<file path="config.mk">
export PLATFORM = sky130hd
export DESIGN_NAME = pcg_top
export DESIGN_NICKNAME = d
export VERILOG_FILES = /design/src/hw/pcg_top.v /design/src/hw/pcg_gate_sel.v
export VERILOG_INCLUDE_DIRS = /design/src /design/src/hw
export SDC_FILE = /design/constraint.sdc
export NUM_CORES = 1
export LEC_CHECK = 0
export BUFFER_PORTS_ARGS = -buffer_cell sky130_fd_sc_hd__buf_2
export CORE_UTILIZATION = 44
export DETAILED_ROUTE_END_ITERATION = 10
export PLACE_DENSITY = 0.78
export SYNTH_ARGS = -nofsm -noshare
export SYNTH_HDL_FRONTEND = slang
export SYNTH_HIERARCHICAL = 1
export SYNTH_SLANG_ARGS = --single-unit
</file>
<file path="constraint.sdc">
create_clock -name aclk -period 4.5 [get_ports aclk]
set_input_delay 0.45 -clock aclk [delete_from_list [all_inputs] [get_ports aclk]]
set_output_delay 0.45 -clock aclk [all_outputs]
set_load 0.02 [all_outputs]
</file>
<file path="src/hw/pcg_defines.vh">
// Constants for the peripheral clock gating block: offsets, fields,
// reset values and bus codes. Included by every design file.
`ifndef PCG_DEFINES_VH
`define PCG_DEFINES_VH

// ----------------------------------------------------------------
// Register byte offsets
// ----------------------------------------------------------------
`define PCG_OFF_RUN0      12'h100
`define PCG_OFF_RUN1      12'h104
`define PCG_OFF_SLP0      12'h110
`define PCG_OFF_SLP1      12'h114
`define PCG_OFF_DSL0      12'h120
`define PCG_OFF_DSL1      12'h124
`define PCG_OFF_RCC       12'h130
`define PCG_OFF_STATE     12'h134
`define PCG_OFF_INT_STS   12'h140
`define PCG_OFF_INT_MSK   12'h144

// ----------------------------------------------------------------
// Decoded register indices
// ----------------------------------------------------------------
`define PCG_IDX_RUN0      4'h0
`define PCG_IDX_RUN1      4'h1
`define PCG_IDX_SLP0      4'h2
`define PCG_IDX_SLP1      4'h3
`define PCG_IDX_DSL0      4'h4
`define PCG_IDX_DSL1      4'h5
`define PCG_IDX_RCC       4'h6
`define PCG_IDX_STATE     4'h7
`define PCG_IDX_INT_STS   4'h8
`define PCG_IDX_INT_MSK   4'h9
`define PCG_IDX_NONE      4'hF

// ----------------------------------------------------------------
// Writable bit masks and reset values
// ----------------------------------------------------------------
`define PCG_G0_MASK       32'h0100_0048
`define PCG_G1_MASK       32'h000F_1013
`define PCG_RCC_MASK      32'h0000_0001
`define PCG_INT_MASK      32'h0000_07FF
`define PCG_GATE_RESET    32'h0000_0000
`define PCG_UNIT_RESET    11'h000

// ----------------------------------------------------------------
// Field positions
// ----------------------------------------------------------------
`define PCG_G0_CAN_BIT    24
`define PCG_G0_HIB_BIT    6
`define PCG_G0_WDT_BIT    3
`define PCG_G1_TMR_LSB    16
`define PCG_G1_TMR_MSB    19
`define PCG_G1_I2C_BIT    12
`define PCG_G1_SSI_BIT    4
`define PCG_G1_ASYNC_SERIAL_GATE_1_BIT  1
`define PCG_G1_ASYNC_SERIAL_GATE_0_BIT  0
`define PCG_RCC_ACG_BIT   0
`define PCG_STATE_SLP_BIT 16
`define PCG_STATE_DSL_BIT 17
`define PCG_NUM_UNITS     11

// ----------------------------------------------------------------
// Bus response codes
// ----------------------------------------------------------------
`define PCG_RESP_OKAY     2'h0
`define PCG_RESP_SLVERR   2'h2

`endif

</file>
<file path="src/hw/pcg_top.v">
// Peripheral clock gating: six gating registers behind an AXI4-Lite
// slave, per-unit clock enables, bus-fault answers for gated units
// and a fault interrupt. Assumes one clock and a synchronous reset.
`timescale 1ns/100ps
`include "pcg_defines.vh"

module pcg_top #(
  parameter ADDR_W = 12                   // Register address width
) (
  input  wire              aclk,          // Clock, 100 MHz
  input  wire              aresetn,       // Synchronous reset, low
  input  wire [ADDR_W-1:0] s_axi_awaddr,  // Write address
  input  wire              s_axi_awvalid, // Write address valid
  output reg               s_axi_awready, // Write address ready
  input  wire [31:0]       s_axi_wdata,   // Write data
  input  wire [3:0]        s_axi_wstrb,   // Write byte strobes
  input  wire              s_axi_wvalid,  // Write data valid
  output reg               s_axi_wready,  // Write data ready
  output reg  [1:0]        s_axi_bresp,   // Write response
  output reg               s_axi_bvalid,  // Write response valid
  input  wire              s_axi_bready,  // Write response ready
  input  wire [ADDR_W-1:0] s_axi_araddr,  // Read address
  input  wire              s_axi_arvalid, // Read address valid
  output reg               s_axi_arready, // Read address ready
  output reg  [31:0]       s_axi_rdata,   // Read data
  output reg  [1:0]        s_axi_rresp,   // Read response
  output reg               s_axi_rvalid,  // Read data valid
  input  wire              s_axi_rready,  // Read data ready
  input  wire              sleep_req,     // Processor in sleep
  input  wire              deep_sleep_req,// Processor in deep sleep
  input  wire [10:0]       periph_req,    // Access strobe per unit
  output reg  [10:0]       unit_clk_en,   // Clock enable per unit
  output reg  [10:0]       periph_done,   // Normal completion pulse
  output reg  [10:0]       periph_fault,  // Bus fault pulse
  output reg               irq            // Fault interrupt, level
);

  // ----------------------------------------------------------------
  // Helpers
  // ----------------------------------------------------------------
  function [3:0] reg_index;
    input [ADDR_W-1:0] addr;
    begin
      case (addr)
        `PCG_OFF_RUN0:    reg_index = `PCG_IDX_RUN0;
        `PCG_OFF_RUN1:    reg_index = `PCG_IDX_RUN1;
        `PCG_OFF_SLP0:    reg_index = `PCG_IDX_SLP0;
        `PCG_OFF_SLP1:    reg_index = `PCG_IDX_SLP1;
        `PCG_OFF_DSL0:    reg_index = `PCG_IDX_DSL0;
        `PCG_OFF_DSL1:    reg_index = `PCG_IDX_DSL1;
        `PCG_OFF_RCC:     reg_index = `PCG_IDX_RCC;
        `PCG_OFF_STATE:   reg_index = `PCG_IDX_STATE;
        `PCG_OFF_INT_STS: reg_index = `PCG_IDX_INT_STS;
        `PCG_OFF_INT_MSK: reg_index = `PCG_IDX_INT_MSK;
        default:          reg_index = `PCG_IDX_NONE;
      endcase
    end
  endfunction

  // Merge strobed bytes, then drop every reserved bit
  function [31:0] merge;
    input [31:0] old;
    input [31:0] nw;
    input [3:0]  strb;
    input [31:0] mask;
    integer i;
    reg [31:0] tmp;
    begin
      tmp = old;
      for (i = 0; i < 4; i = i + 1) begin
        if (strb[i]) begin
          tmp[i*8 +: 8] = nw[i*8 +: 8];
        end
      end
      merge = tmp & mask;
    end
  endfunction

  // Unmapped words answer with an error and change nothing
  function [1:0] resp_code;
    input [3:0] idx;
    begin
      if (idx == `PCG_IDX_NONE) begin
        resp_code = `PCG_RESP_SLVERR;
      end else begin
        resp_code = `PCG_RESP_OKAY;
      end
    end
  endfunction

  // ----------------------------------------------------------------
  // State
  // ----------------------------------------------------------------
  reg [31:0]       run0_q;
  reg [31:0]       run1_q;
  reg [31:0]       slp0_q;
  reg [31:0]       slp1_q;
  reg [31:0]       dsl0_q;
  reg [31:0]       dsl1_q;
  reg [31:0]       rcc_q;
  reg [10:0]       int_sts_q;
  reg [10:0]       int_msk_q;
  reg              aw_have_q;
  reg [ADDR_W-1:0] aw_addr_q;
  reg              w_have_q;
  reg [31:0]       w_data_q;
  reg [3:0]        w_strb_q;

  wire             aw_hs;
  wire             w_hs;
  wire             ar_hs;
  wire             do_wr;
  wire [3:0]       wr_idx;
  wire [3:0]       rd_idx;
  wire [10:0]      unit_en_d;
  wire [10:0]      fault_ev;
  wire [31:0]      clr_word;
  wire [10:0]      sts_clr;
  wire [10:0]      int_sts_d;
  wire             aw_have_d;
  wire             w_have_d;
  reg  [31:0]      rd_word;
  wire [31:0]      msk_word;
  wire [31:0]      state_word;
  wire             irq_d;

  assign aw_hs  = s_axi_awvalid & s_axi_awready;
  assign w_hs   = s_axi_wvalid & s_axi_wready;
  assign ar_hs  = s_axi_arvalid & s_axi_arready;
  // Address and data may arrive in either order
  assign do_wr  = aw_have_q & w_have_q & ~s_axi_bvalid;
  assign wr_idx = reg_index(aw_addr_q);
  assign rd_idx = reg_index(s_axi_araddr);

  assign aw_have_d = (aw_have_q | aw_hs) & ~do_wr;
  assign w_have_d  = (w_have_q | w_hs) & ~do_wr;

  // ----------------------------------------------------------------
  // Effective enable selection
  // ----------------------------------------------------------------
  pcg_gate_sel u_sel (
    .run0      (run0_q),
    .run1      (run1_q),
    .slp0      (slp0_q),
    .slp1      (slp1_q),
    .dsl0      (dsl0_q),
    .dsl1      (dsl1_q),
    .auto_gating_select       (rcc_q[`PCG_RCC_ACG_BIT]),
    .sleep_req (sleep_req),
    .deep_req  (deep_sleep_req),
    .unit_en   (unit_en_d)
  );

  // ----------------------------------------------------------------
  // Fault events and sticky status
  // ----------------------------------------------------------------
  // Judged against the enable the units actually see this cycle
  assign fault_ev = periph_req & ~unit_clk_en;

  assign clr_word = merge(32'h0000_0000, w_data_q, w_strb_q,
                          32'hFFFF_FFFF);
  assign sts_clr  = (do_wr && wr_idx == `PCG_IDX_INT_STS) ?
                    clr_word[10:0] : 11'h000;
  // A fault in the clearing cycle stays set
  assign int_sts_d = (int_sts_q & ~sts_clr) | fault_ev;
  // Registered below so the pin stays glitch-free; one edge behind
  assign irq_d     = |(int_sts_q & int_msk_q);
  // Mask takes only the unit bits; the rest read zero
  assign msk_word  = merge({21'h000000, int_msk_q}, w_data_q, w_strb_q,
                           `PCG_INT_MASK);
  // Live view: software sees the enables the units see
  assign state_word = {14'h0000, deep_sleep_req, sleep_req, 5'h00,
                       unit_clk_en};

  // ----------------------------------------------------------------
  // Unit-side outputs
  // ----------------------------------------------------------------
  always @(posedge aclk) begin
    if (!aresetn) begin
      unit_clk_en  <= `PCG_UNIT_RESET;
      periph_done  <= 11'h000;
      periph_fault <= 11'h000;
    end else begin
      unit_clk_en  <= unit_en_d;
      periph_done  <= periph_req & unit_clk_en;
      periph_fault <= fault_ev;
    end
  end

  // ----------------------------------------------------------------
  // Fault status and interrupt
  // ----------------------------------------------------------------
  always @(posedge aclk) begin
    if (!aresetn) begin
      int_sts_q <= 11'h000;
      irq       <= 1'b0;
    end else begin
      int_sts_q <= int_sts_d;
      irq       <= irq_d;
    end
  end

  // ----------------------------------------------------------------
  // Write channel
  // ----------------------------------------------------------------
  always @(posedge aclk) begin
    if (!aresetn) begin
      aw_have_q     <= 1'b0;
      aw_addr_q     <= {ADDR_W{1'b0}};
      w_have_q      <= 1'b0;
      w_data_q      <= 32'h0000_0000;
      w_strb_q      <= 4'h0;
      s_axi_awready <= 1'b0;
      s_axi_wready  <= 1'b0;
      s_axi_bvalid  <= 1'b0;
      s_axi_bresp   <= `PCG_RESP_OKAY;
    end else begin
      if (aw_hs) begin
        aw_addr_q <= s_axi_awaddr;
      end
      if (w_hs) begin
        w_data_q <= s_axi_wdata;
        w_strb_q <= s_axi_wstrb;
      end
      aw_have_q     <= aw_have_d;
      w_have_q      <= w_have_d;
      s_axi_awready <= ~aw_have_d;
      s_axi_wready  <= ~w_have_d;
      // A held word waits until the previous response has drained
      if (do_wr) begin
        s_axi_bvalid <= 1'b1;
        s_axi_bresp  <= resp_code(wr_idx);
      end else if (s_axi_bready) begin
        s_axi_bvalid <= 1'b0;
      end
    end
  end

  // ----------------------------------------------------------------
  // Register file
  // ----------------------------------------------------------------
  always @(posedge aclk) begin
    if (!aresetn) begin
      run0_q    <= `PCG_GATE_RESET;
      run1_q    <= `PCG_GATE_RESET;
      slp0_q    <= `PCG_GATE_RESET;
      slp1_q    <= `PCG_GATE_RESET;
      dsl0_q    <= `PCG_GATE_RESET;
      dsl1_q    <= `PCG_GATE_RESET;
      rcc_q     <= 32'h0000_0000;
      int_msk_q <= 11'h000;
    end else if (do_wr) begin
      case (wr_idx)
        `PCG_IDX_RUN0: begin
          run0_q <= merge(run0_q, w_data_q, w_strb_q, `PCG_G0_MASK);
        end
        `PCG_IDX_RUN1: begin
          run1_q <= merge(run1_q, w_data_q, w_strb_q, `PCG_G1_MASK);
        end
        `PCG_IDX_SLP0: begin
          slp0_q <= merge(slp0_q, w_data_q, w_strb_q, `PCG_G0_MASK);
        end
        `PCG_IDX_SLP1: begin
          slp1_q <= merge(slp1_q, w_data_q, w_strb_q, `PCG_G1_MASK);
        end
        `PCG_IDX_DSL0: begin
          dsl0_q <= merge(dsl0_q, w_data_q, w_strb_q, `PCG_G0_MASK);
        end
        `PCG_IDX_DSL1: begin
          dsl1_q <= merge(dsl1_q, w_data_q, w_strb_q, `PCG_G1_MASK);
        end
        `PCG_IDX_RCC: begin
          rcc_q <= merge(rcc_q, w_data_q, w_strb_q, `PCG_RCC_MASK);
        end
        `PCG_IDX_INT_MSK: begin
          int_msk_q <= msk_word[10:0];
        end
        default: begin
          // Status is write-one-to-clear; state word is read-only
        end
      endcase
    end
  end

  // ----------------------------------------------------------------
  // Read channel
  // ----------------------------------------------------------------
  always @* begin
    case (rd_idx)
      `PCG_IDX_RUN0:    rd_word = run0_q;
      `PCG_IDX_RUN1:    rd_word = run1_q;
      `PCG_IDX_SLP0:    rd_word = slp0_q;
      `PCG_IDX_SLP1:    rd_word = slp1_q;
      `PCG_IDX_DSL0:    rd_word = dsl0_q;
      `PCG_IDX_DSL1:    rd_word = dsl1_q;
      `PCG_IDX_RCC:     rd_word = rcc_q;
      `PCG_IDX_STATE:   rd_word = state_word;
      `PCG_IDX_INT_STS: rd_word = {21'h000000, int_sts_q};
      `PCG_IDX_INT_MSK: rd_word = {21'h000000, int_msk_q};
      default:          rd_word = 32'h0000_0000;
    endcase
  end

  always @(posedge aclk) begin
    if (!aresetn) begin
      s_axi_arready <= 1'b0;
      s_axi_rvalid  <= 1'b0;
      s_axi_rdata   <= 32'h0000_0000;
      s_axi_rresp   <= `PCG_RESP_OKAY;
    end else begin
      // Data captured with the address, so it stands until taken
      if (ar_hs) begin
        s_axi_arready <= 1'b0;
        s_axi_rvalid  <= 1'b1;
        s_axi_rdata   <= rd_word;
        s_axi_rresp   <= resp_code(rd_idx);
      end else if (s_axi_rvalid) begin
        if (s_axi_rready) begin
          s_axi_rvalid  <= 1'b0;
          s_axi_arready <= 1'b1;
        end
      end else begin
        s_axi_arready <= 1'b1;
      end
    end
  end

endmodule

</file>
<file path="src/hw/pcg_gate_sel.v">
// Chooses the gating register set that applies in the current power
// state and maps its bits onto one enable per peripheral unit.
// Assumes the caller registers the result before it leaves the block.
`timescale 1ns/100ps
`include "pcg_defines.vh"

module pcg_gate_sel (
  input  wire [31:0] run0,        // Run gating, group 0
  input  wire [31:0] run1,        // Run gating, group 1
  input  wire [31:0] slp0,        // Sleep gating, group 0
  input  wire [31:0] slp1,        // Sleep gating, group 1
  input  wire [31:0] dsl0,        // Deep-sleep gating, group 0
  input  wire [31:0] dsl1,        // Deep-sleep gating, group 1
  input  wire        auto_gating_select,         // Automatic gating selected
  input  wire        sleep_req,   // Processor in sleep
  input  wire        deep_req,    // Processor in deep sleep
  output reg  [10:0] unit_en      // Effective enable per unit
);

  // ----------------------------------------------------------------
  // Unit order: async_serial_gate_0, async_serial_gate_1, ssi, i2c, gp_timer_gate_0..3, wdt, hib, can
  // ----------------------------------------------------------------
  function [10:0] unit_map;
    input [31:0] g0;
    input [31:0] g1;
    begin
      unit_map = {g0[`PCG_G0_CAN_BIT], g0[`PCG_G0_HIB_BIT],
                  g0[`PCG_G0_WDT_BIT],
                  g1[`PCG_G1_TMR_MSB:`PCG_G1_TMR_LSB],
                  g1[`PCG_G1_I2C_BIT], g1[`PCG_G1_SSI_BIT],
                  g1[`PCG_G1_ASYNC_SERIAL_GATE_1_BIT], g1[`PCG_G1_ASYNC_SERIAL_GATE_0_BIT]};
    end
  endfunction

  // Deep sleep outranks sleep when both are requested
  always @* begin
    if (auto_gating_select && deep_req) begin
      unit_en = unit_map(dsl0, dsl1);
    end else if (auto_gating_select && sleep_req) begin
      unit_en = unit_map(slp0, slp1);
    end else begin
      unit_en = unit_map(run0, run1);
    end
  end

endmodule

</file>
==> results of run 1 <==
metrics by stage:
step           util, %  hold slack (ps)
2_1_floorplan        -            431.6
3_5_place_dp     49.47            432.8
3_3_place_gp     49.47            431.3
6_report         53.93            266.6
4_1_cts          53.93            251.6
5_1_grt          53.93            256.3
per-layer routing:
metal	routed length [um]	share of wire (%)	track usage [%]	vias to the layer above
li1	-	-	-	2655
met4	217	1.4	7.165	0
met1	7190	46	30.36	2483
met5	0	0	0	-
met3	1181	7.5	5.150	14
met2	7102	45	33.05	212
worst max-delay path: stages (launching register included):
cell,delay [ps]
dfxtp_1,330
or4_4,600
a2111oi_4,490
nand4_1,370
mux2i_1,250
nor2_1,60
logic make-up after synthesis:
kind of cell | Yosys count | share of synthesized area [%]
flip-flops | 149 | 46.97
AND/OR/NAND/NOR | 295 | 24.61
multiplexers | 49 | 7.723
other | 1 | 0.05904
buffers and inverters | 67 | 5.831
AO/OA/AOI/OAI | 138 | 14.81
state kept, by name (all words and copies together), names as in the netlist, 4 cells and up:
| register | flops |
|---|---|
| periph_fault | 11 |
| s_axi_rdata | 17 |
| periph_done | 11 |
| dsl1_q | 8 |
| unit_clk_en | 11 |
| slp1_q | 8 |
| run1_q | 8 |
| int_sts_q | 11 |
| w_strb_q | 4 |
| aw_addr_q | 12 |
| w_data_q | 17 |
| int_msk_q | 11 |
layout make-up:
class                      count  area share (%)
multi-input combinational    499           40.62
sequential                   149           39.54
timing repair buffer         125           8.393
clock buffer                  20           5.921
tap                          180           2.986
clock inverter                12           2.339
inverter                       4          0.1990
power groups by stage:
stage / registers, W / logic, W / clock network [W]
global placement: 0.00142 / 0.000187 / 0
finish: 0.00139 / 0.000191 / 0.00148
floorplan: 0.00142 / 0.000135 / 0
CTS: 0.00139 / 0.000191 / 0.00150
global route: 0.00140 / 0.000211 / 0.00157
detailed placement: 0.00142 / 0.000189 / 0
final timing paths:
kind                                                     to  slack [ps]  cells past startpoint
worst min-delay path             periph_fault[2]$_SDFF_PN0_         270                      3
worst min register to register  s_axi_rdata[3]$_SDFFE_PN0P_         440                      2
worst max register to register      dsl1_q[19]$_SDFFE_PN0P_        2250                      5
worst max-delay path                dsl1_q[19]$_SDFFE_PN0P_        2250                      5
layout by cell type, fill, tap and decap left out, types with 5 or more instances in the layout:
cell       instances
nand4_1           18
conb_1            17
a21oi_1           44
nand4bb_1         11
o21ai_0           34
nand3_1           13
nor2_1            60
nand2_1          121
clkbuf_16         17
and3_1            13
o221a_1           11
mux2i_1           49
dfxtp_1          149
and2_1            16
buf_2            122
a31o_2             8
a221oi_1           5
nor3_1             5
o211ai_1           6
a22o_1            12
==> impl_metrics.yaml, run 1 <==
outcome:
  outcome: "completed"
critical_path:
  cp-end-kind: "register"
  startpoint_type: "register"
  critPathKind: "reg2reg"
  crit_path_max_fanout: 6
  cp.arrival_ps: 2520
  crit_start: "aw_addr_q[0]$_SDFFE_PN0P_"
  required_ps: 4760
  r2r_start: "aw_addr_q[0]$_SDFFE_PN0P_"
floorplan:
  io_pins: 155
  start_util_pct: 45.40
  core-area_um2: 13990
  die_w_um: 122.1
  die_area_um2: 14920
  die_h_um: 122.1
  row_count: 43
clock_network:
  cts.sinks: 149
  ctsHoldBuffers: 0
  cts.repair.resized: 0
  cts_max_path_buffers: 2
  cts_tree: "done"
  cts_root_buf: "clkbuf_16"
  cts_made_buffers: 17
  worstSkewPairLatency_ps: 420
  htree_levels: 4
  postCtsSetupBuffers: 0
  path_clk_slew_ps: 60
final_layout:
  fillers: 1273
  fin_nets: 876
  stdcell_area_um2: 7543
  multi_input_comb_area_um2: 3064
  antenna_cells: 0
  finalNonFillerCells: 989
  drive_gt1_share_pct: 22.37
  area_growth_pct: 18.77
  regArea_um2: 2983
sta:
  worst_pin_slew_ps: 1061
  setup_viol: 0
  relSlewSlack_pct: 29.29
  period_minus_slack_ps: 2255
  skew_ps: 5.295
  fmax_ghz: 0.4435
  fin_crit_sh_pct: 50.11
  setup_tns_ps: 0
  rsz0062_at_grt: "false"
  finalMaxSlewViolations: 0
  hold_violations: 0
  fin_ws_ps: 2245
logic_synthesis:
  synth-seq-cells: 149
  synth_top_area_share_pct: 46.97
  yosys.cell_types.count: 61
  netlist_top_cells_count: "dfxtp_1 (149), nand2_1 (121), nor2_1 (60)"
  synthArstFlopShare_pct: 0
  ys_seq_area_share_pct: 46.97
  synthesis.area_um2: 6351
  yosysMostFrequentCell: "dfxtp_1"
  synth_area_leader_cell: "dfxtp_1"
  yosys_warnings: 6
  synth-edff-count: 0
  ys.flop_type: "dfxtp_1"
  syn_inst: 699
  synth_area_per_cell_um2: 9.086
  synthTopCellsByArea: "dfxtp_1 (47%), mux2i_1 (7.7%), nand2_1 (7.2%)"
power:
  p_total_w: 0.003059
  switchingPower_w: 0.0006936
  internal_power_w: 0.002366
  power_frac_seq_pct: 45.5
  ir_drop_v: 0.0002520
  power_leakage_nw: 3.268
  p_per_area_nw_per_um2: 405.5
  pwr-share-clk_pct: 48.3
  swShare_pct: 22.67
  combPwrFrac_pct: 6.2
place:
  placed_area_um2: 6920
  gp_congestion: 0.8456
  pre_cts_slack_ps: 1880
  placed_cells: 957
  hpwl_um: 11360
  io_buffers: 122
detailed_routing:
  routedWlPerCell_um: 15.87
  vias_per_cell: 5.424
  drt_first_pass_iters: 5
  drc: 0
  ant_nets: 0
  wl_um: 15690
  drt_iter0_drc: 426
  vias: 5364
worst_hold_path:
  hold_path_class: "in2reg"
  hold_start: "periph_req[2]"
grt:
  antenna_found_initial: 0
  grt_max_degree: 79
  overflow: 0
  grt_first_pass_wirelength_um: 24840
  grt_use_total_pct: 21.82
  grt_pass1_vias: 4745
flow_run:
  maxCapViolCount: 0
No activity file was read; power rests on OpenSTA's default activity.
==> run 2, diff against run 1 <==
--- a/config.mk
+++ b/config.mk
@@ -9,7 +9,7 @@
 export BUFFER_PORTS_ARGS = -buffer_cell sky130_fd_sc_hd__buf_2
 export CORE_UTILIZATION = 44
 export DETAILED_ROUTE_END_ITERATION = 10
-export PLACE_DENSITY = 0.78
+export PLACE_DENSITY = 0.8
 export SYNTH_ARGS = -nofsm -noshare
 export SYNTH_HDL_FRONTEND = slang
 export SYNTH_HIERARCHICAL = 1
==> constraint.sdc (replaced) <==
create_clock -name aclk -period 2 [get_ports aclk]
set_input_delay 0.2 -clock aclk [delete_from_list [all_inputs] [get_ports aclk]]
set_output_delay 0.2 -clock aclk [all_outputs]
set_load 0.02 [all_outputs]
==> run 2 against run 1 <==
  * The run now ends with setup timing left
  * Worst setup slack worse by 2300 ps
  * Critical path depth up 1
  * Die area unchanged
  * Wire length up 5.5%
  * First-iteration DRC count down 3.3%
  * Sequential power up 130%
  * Via count up 5.4%
  * Flip-flop and latch count unchanged
  * Hold slack worse by 250 ps
  * Register-to-register slack worse by 2300 ps
  * Global-route usage up 0.90 points
  * Core utilization up 1.9 points
  * Critical path type unchanged
  * Critical endpoint is now int_sts_q[6]$_SDFF_PN0_
==> impl_metrics.yaml, run 2 (synthesis results as in run 1) <==
outcome:
  outcome: "finished, violations left"
  failed_checks: "setup timing"
grt:
  overflow: 0
  antenna_found_initial: 0
  grt_max_degree: 78
  grt_pass1_vias: 5064
  grt_first_pass_wirelength_um: 26140
  grt_use_total_pct: 22.72
critical_path:
  cp.arrival_ps: 2340
  required_ps: 2320
  startpoint_type: "register"
  crit_path_max_fanout: 8
  critPathKind: "reg2reg"
  cp-end-kind: "register"
final_layout:
  drive_gt1_share_pct: 26.06
  fillers: 1245
  area_growth_pct: 22.97
  top_regs: "s_axi_rdata x17, w_data_q x17, aw_addr_q x12"
  layout_common_cells: "dfxtp_1 (148), buf_2 (122), nand2_1 (121), nor2_1 (60), mux2i_1 (49)"
  antenna_cells: 0
  post-route-util_pct: 55.83
  final_common_cell: "dfxtp_1"
  fin_nets: 915
place:
  hpwl_um: 11830
  io_buffers: 122
  pre_cts_slack_ps: -47.20
  gp_congestion: 0.8491
detailed_routing:
  routedWlPerCell_um: 16.11
  ant_nets: 0
  drc: 0
  drt_first_pass_iters: 6
  drt_iter0_drc: 412
  vias: 5653
  vias_per_cell: 5.499
  wl_um: 16560
power:
  power_leakage_nw: 3.430
  internal_power_w: 0.004942
  p_per_area_nw_per_um2: 842.2
  ir_drop_v: 0.0005966
  power_frac_seq_pct: 47.5
  swShare_pct: 24.87
  pwr-share-clk_pct: 45.3
  combPwrFrac_pct: 7.1
  switchingPower_w: 0.001636
worst_hold_path:
  hold_path_class: "in2reg"
floorplan:
  start_util_pct: 45.40
  core-area_um2: 13990
  die_w_um: 122.1
  die_h_um: 122.1
  io_pins: 155
  row_count: 43
  die_area_um2: 14920
clock_network:
  path_clk_slew_ps: 60
  cts_root_buf: "clkbuf_16"
  cts.sinks: 149
  cts_max_path_buffers: 2
  cts_tree: "done"
  worstSkewPairLatency_ps: 420
  htree_levels: 4
  cts_made_buffers: 17
sta:
  fmax_ghz: 0.4927
  rsz0062_at_grt: "true"
  setup_viol: 9
  finalMaxSlewViolations: 0
  hold_violations: 0
  fin_crit_sh_pct: 101.5
  relSlewSlack_pct: 45.83
  fin_ws_ps: -29.63
  skew_ps: 7.218
  worst_pin_slew_ps: 812.6
  period_minus_slack_ps: 2030
flow_run:
  maxCapViolCount: 0
run 2: timing repair:
item                                   CTS  global route
endpoints found under the hold margin    1             0
pin swaps                                2             4
hold buffers                             1             0
setup endpoints to repair               20            47
resized for setup                        1             6
setup buffers                            2             1
run 2: final timing paths:
path / endpoint / depth (start not counted) / start / slack [ps]
worst max-delay path: int_sts_q[6]$_SDFF_PN0_ / 6 / aw_addr_q[7]$_SDFFE_PN0P_ / -30
worst min-delay path: aw_addr_q[3]$_SDFFE_PN0P_ / 3 / s_axi_awaddr[3] / 10
worst max register to register: int_sts_q[6]$_SDFF_PN0_ / 6 / aw_addr_q[7]$_SDFFE_PN0P_ / -30
worst min register to register: s_axi_rdata[3]$_SDFFE_PN0P_ / 2 / s_axi_rdata[3]$_SDFFE_PN0P_ / 450
run 2: cell type report:
type / instances / area, um^2 / share of cell area, %
clock inverter: 14 / 128.9 / 1.650
timing repair buffer: 164 / 963.4 / 12.34
sequential: 149 / 2984 / 38.21
tap: 180 / 225.2 / 2.884
clock buffer: 18 / 429.2 / 5.495
inverter: 4 / 15.01 / 0.1922
multi-input combinational: 499 / 3064 / 39.23
run 2: power by group through the flow:
stage	registers, W	clock network (W)	logic, W
global route	0.00313	0.00317	0.000516
finish	0.00313	0.00298	0.000469
floorplan	0.00319	0	0.000304
CTS	0.00312	0.00302	0.000466
global placement	0.00319	0	0.000455
detailed placement	0.00319	0	0.000460
run 2: critical path, cell delays in order (launching register included):
cell     delay (ps)
dfxtp_2         320
or4_4           590
nor3b_1         270
and4_1          230
buf_4           180
nand2_1          80
a31o_2          250
run 2: per-layer routing:
layer / track usage [%] / wire length, um / up-vias
met5: 0 / 0 / -
met2: 34.96 / 7438 / 260
met1: 30.42 / 7361 / 2622
met3: 5.665 / 1341 / 36
li1: - / - / 2735
met4: 8.918 / 416 / 0
run 2: through the flow:
step | TNS (ps) | hold WS (ps) | instances | area, um^2 | total power (W)
finish | -96.89 | 14.55 | 1028 | 7810 | 0.006577
global route | -2172 | 7.690 | 1028 | 7810 | 0.006825
CTS | -42.35 | 1.688 | 1027 | 7782 | 0.006613
detailed placement | -152.6 | 439.5 | 992 | 7196 | 0.003649
global placement | -90.22 | 430.3 | 992 | 7196 | 0.003641
floorplan | 0 | 312.8 | 715 | 6411 | 0.003491
==> run 3, diff against run 2 <==
--- a/config.mk
+++ b/config.mk
@@ -7,9 +7,9 @@
 export NUM_CORES = 1
 export LEC_CHECK = 0
 export BUFFER_PORTS_ARGS = -buffer_cell sky130_fd_sc_hd__buf_2
-export CORE_UTILIZATION = 44
+export CORE_UTILIZATION = 48
 export DETAILED_ROUTE_END_ITERATION = 10
-export PLACE_DENSITY = 0.8
+export PLACE_DENSITY = 0.86
 export SYNTH_ARGS = -nofsm -noshare
 export SYNTH_HDL_FRONTEND = slang
 export SYNTH_HIERARCHICAL = 1
==> run 3 against run 2 <==
  * Cell count fell by 1.3%
  * Hold slack got worse by 9.0 ps
  * Cell area fell by 0.30%
  * Wire length fell by 2.6%
  * The run still ends with setup timing left
  * Clock power rose by 3%
  * Die area fell by 8.2%
  * Clock-buffer cell count did not move
  * Power rose by 1.2%
==> impl_metrics.yaml, run 3 (synthesis results as in run 1) <==
outcome:
  outcome: "finished, violations left"
  failed_checks: "setup timing"
grt:
  use_met2_pct: 38.58
  grt_use_total_pct: 24.29
  gr-usage-met1_pct: 31.38
  antenna_found_initial: 0
  gr-max-usage-layer: "met2"
  grt_util_met3_pct: 6.540
  grt_pass1_vias: 5066
  grt_first_pass_wirelength_um: 25160
  grt_max_degree: 76
  overflow: 0
sta:
  relSlewSlack_pct: 48.11
  skew_ps: 9.155
  hold_violations: 0
  worst_pin_slew_ps: 778.4
  setup_tns_ps: -17.91
  fin_crit_sh_pct: 100.9
  period_minus_slack_ps: 2018
  fin_ws_ps: -17.91
  fmax_ghz: 0.4956
  setup_viol: 1
  finalMaxSlewViolations: 0
  rsz0062_at_grt: "true"
clock_network:
  cts_tree: "done"
  cts_made_buffers: 17
  cts_max_path_buffers: 2
  worstSkewPairLatency_ps: 430
  htree_levels: 4
  cts_root_buf: "clkbuf_16"
  path_clk_slew_ps: 60
  cts.sinks: 149
critical_path:
  startpoint_type: "register"
  crit_chain: "or4_4 -> nor4_4 -> buf_4 -> nand4_1 -> buf_6 -> mux2i_2 -> nor2_1"
  crit_path_max_fanout: 7
  cpPeakStageDelay_ps: 600
  cp-end-kind: "register"
  critPathSlowestCell: "or4_4"
  path_delay_family: "simple AND/OR/NAND/NOR gates"
  critical_path_buf_inv_count: 2
  required_ps: 2280
  cp.arrival_ps: 2300
  critPathKind: "reg2reg"
detailed_routing:
  ant_nets: 0
  drt_first_pass_iters: 5
  vias: 5641
  vias_per_cell: 5.558
  routedWlPerCell_um: 15.89
  wl_um: 16130
  drt_iter0_drc: 406
  drc: 0
final_layout:
  top_regs: "s_axi_rdata x17, w_data_q x17, aw_addr_q x12"
  area_growth_pct: 22.60
  fin_nets: 910
  drive_gt1_share_pct: 26.10
  final_common_cell: "dfxtp_1"
  layout_common_cells: "dfxtp_1 (148), buf_2 (122), nand2_1 (121), nor2_1 (60), mux2i_1 (48)"
  fillers: 1083
  antenna_cells: 0
  post-route-util_pct: 60.96
  stdcell_area_um2: 7786
floorplan:
  core-area_um2: 12770
  die_h_um: 117.0
  row_count: 41
  start_util_pct: 49.72
  die_w_um: 117.0
  io_pins: 155
  die_area_um2: 13690
power:
  ir_drop_v: 0.0006069
  p_per_area_nw_per_um2: 854.8
  power_leakage_nw: 3.418
  p_total_w: 0.006655
place:
  placed_area_um2: 7183
  pre_cts_slack_ps: -68.15
  io_buffers: 122
  hpwl_um: 11510
  gp_congestion: 0.9145
flow_run:
  maxCapViolCount: 0
worst_hold_path:
  hold_path_class: "in2reg"
run 3: tightest hold or removal path, cell delays in order:
cell	delay (ps)
buf_2	90
nand2_1	40
a21oi_1	50
run 3: path summary, 6_finish.rpt:
| path | depth (start not counted) | slack [ps] | end | from |
|---|---|---|---|---|
| worst max-delay path | 7 | -20 | slp1_q[17]$_SDFFE_PN0P_ | aw_addr_q[7]$_SDFFE_PN0P_ |
| worst min-delay path | 3 | 6 | w_strb_q[1]$_SDFFE_PN0P_ | s_axi_wstrb[1] |
| worst max register to register | 7 | -20 | slp1_q[17]$_SDFFE_PN0P_ | aw_addr_q[7]$_SDFFE_PN0P_ |
| worst min register to register | 2 | 450 | s_axi_rdata[3]$_SDFFE_PN0P_ | s_axi_rdata[3]$_SDFFE_PN0P_ |
run 3: per-layer routing:
layer | vias up | share of wire, % | routed length [um]
met3 | 36 | 7.0 | 1137
met2 | 245 | 46 | 7376
li1 | 2717 | - | -
met1 | 2643 | 44 | 7167
met4 | 0 | 2.8 | 448
met5 | - | 0 | 0
run 3: report_power, final:
part	internal, W	switching [W]
combinational	0.000172	0.000286
sequential	0.00305	0.0000789
clock	0.00174	0.00133
run 3: timing repair:
item	CTS	global route
hold buffers	0	0
pin swaps	1	6
setup buffers	0	1
resized for setup	1	7
endpoints found under the setup margin	24	42
run 3: metrics by stage:
stage / hold WS [ps] / std cells
after floorplan: 312.8 / 715
after CTS: 3.747 / 1014
after global placement: 433.0 / 982
final: 5.589 / 1015
after detailed placement: 438.1 / 982
after global routing: 8.318 / 1015
run 3: layout make-up:
| type | instances | area [um^2] | area share (%) |
|---|---|---|---|
| multi-input cells | 499 | 3075 | 39.50 |
| flip-flops and latches | 149 | 2984 | 38.33 |
| repair buffers | 159 | 924.6 | 11.88 |
| clock buffers | 18 | 429.2 | 5.512 |
| well taps | 172 | 215.2 | 2.764 |
| clock inverters | 14 | 142.6 | 1.832 |
| inverters | 4 | 15.01 | 0.1928 |
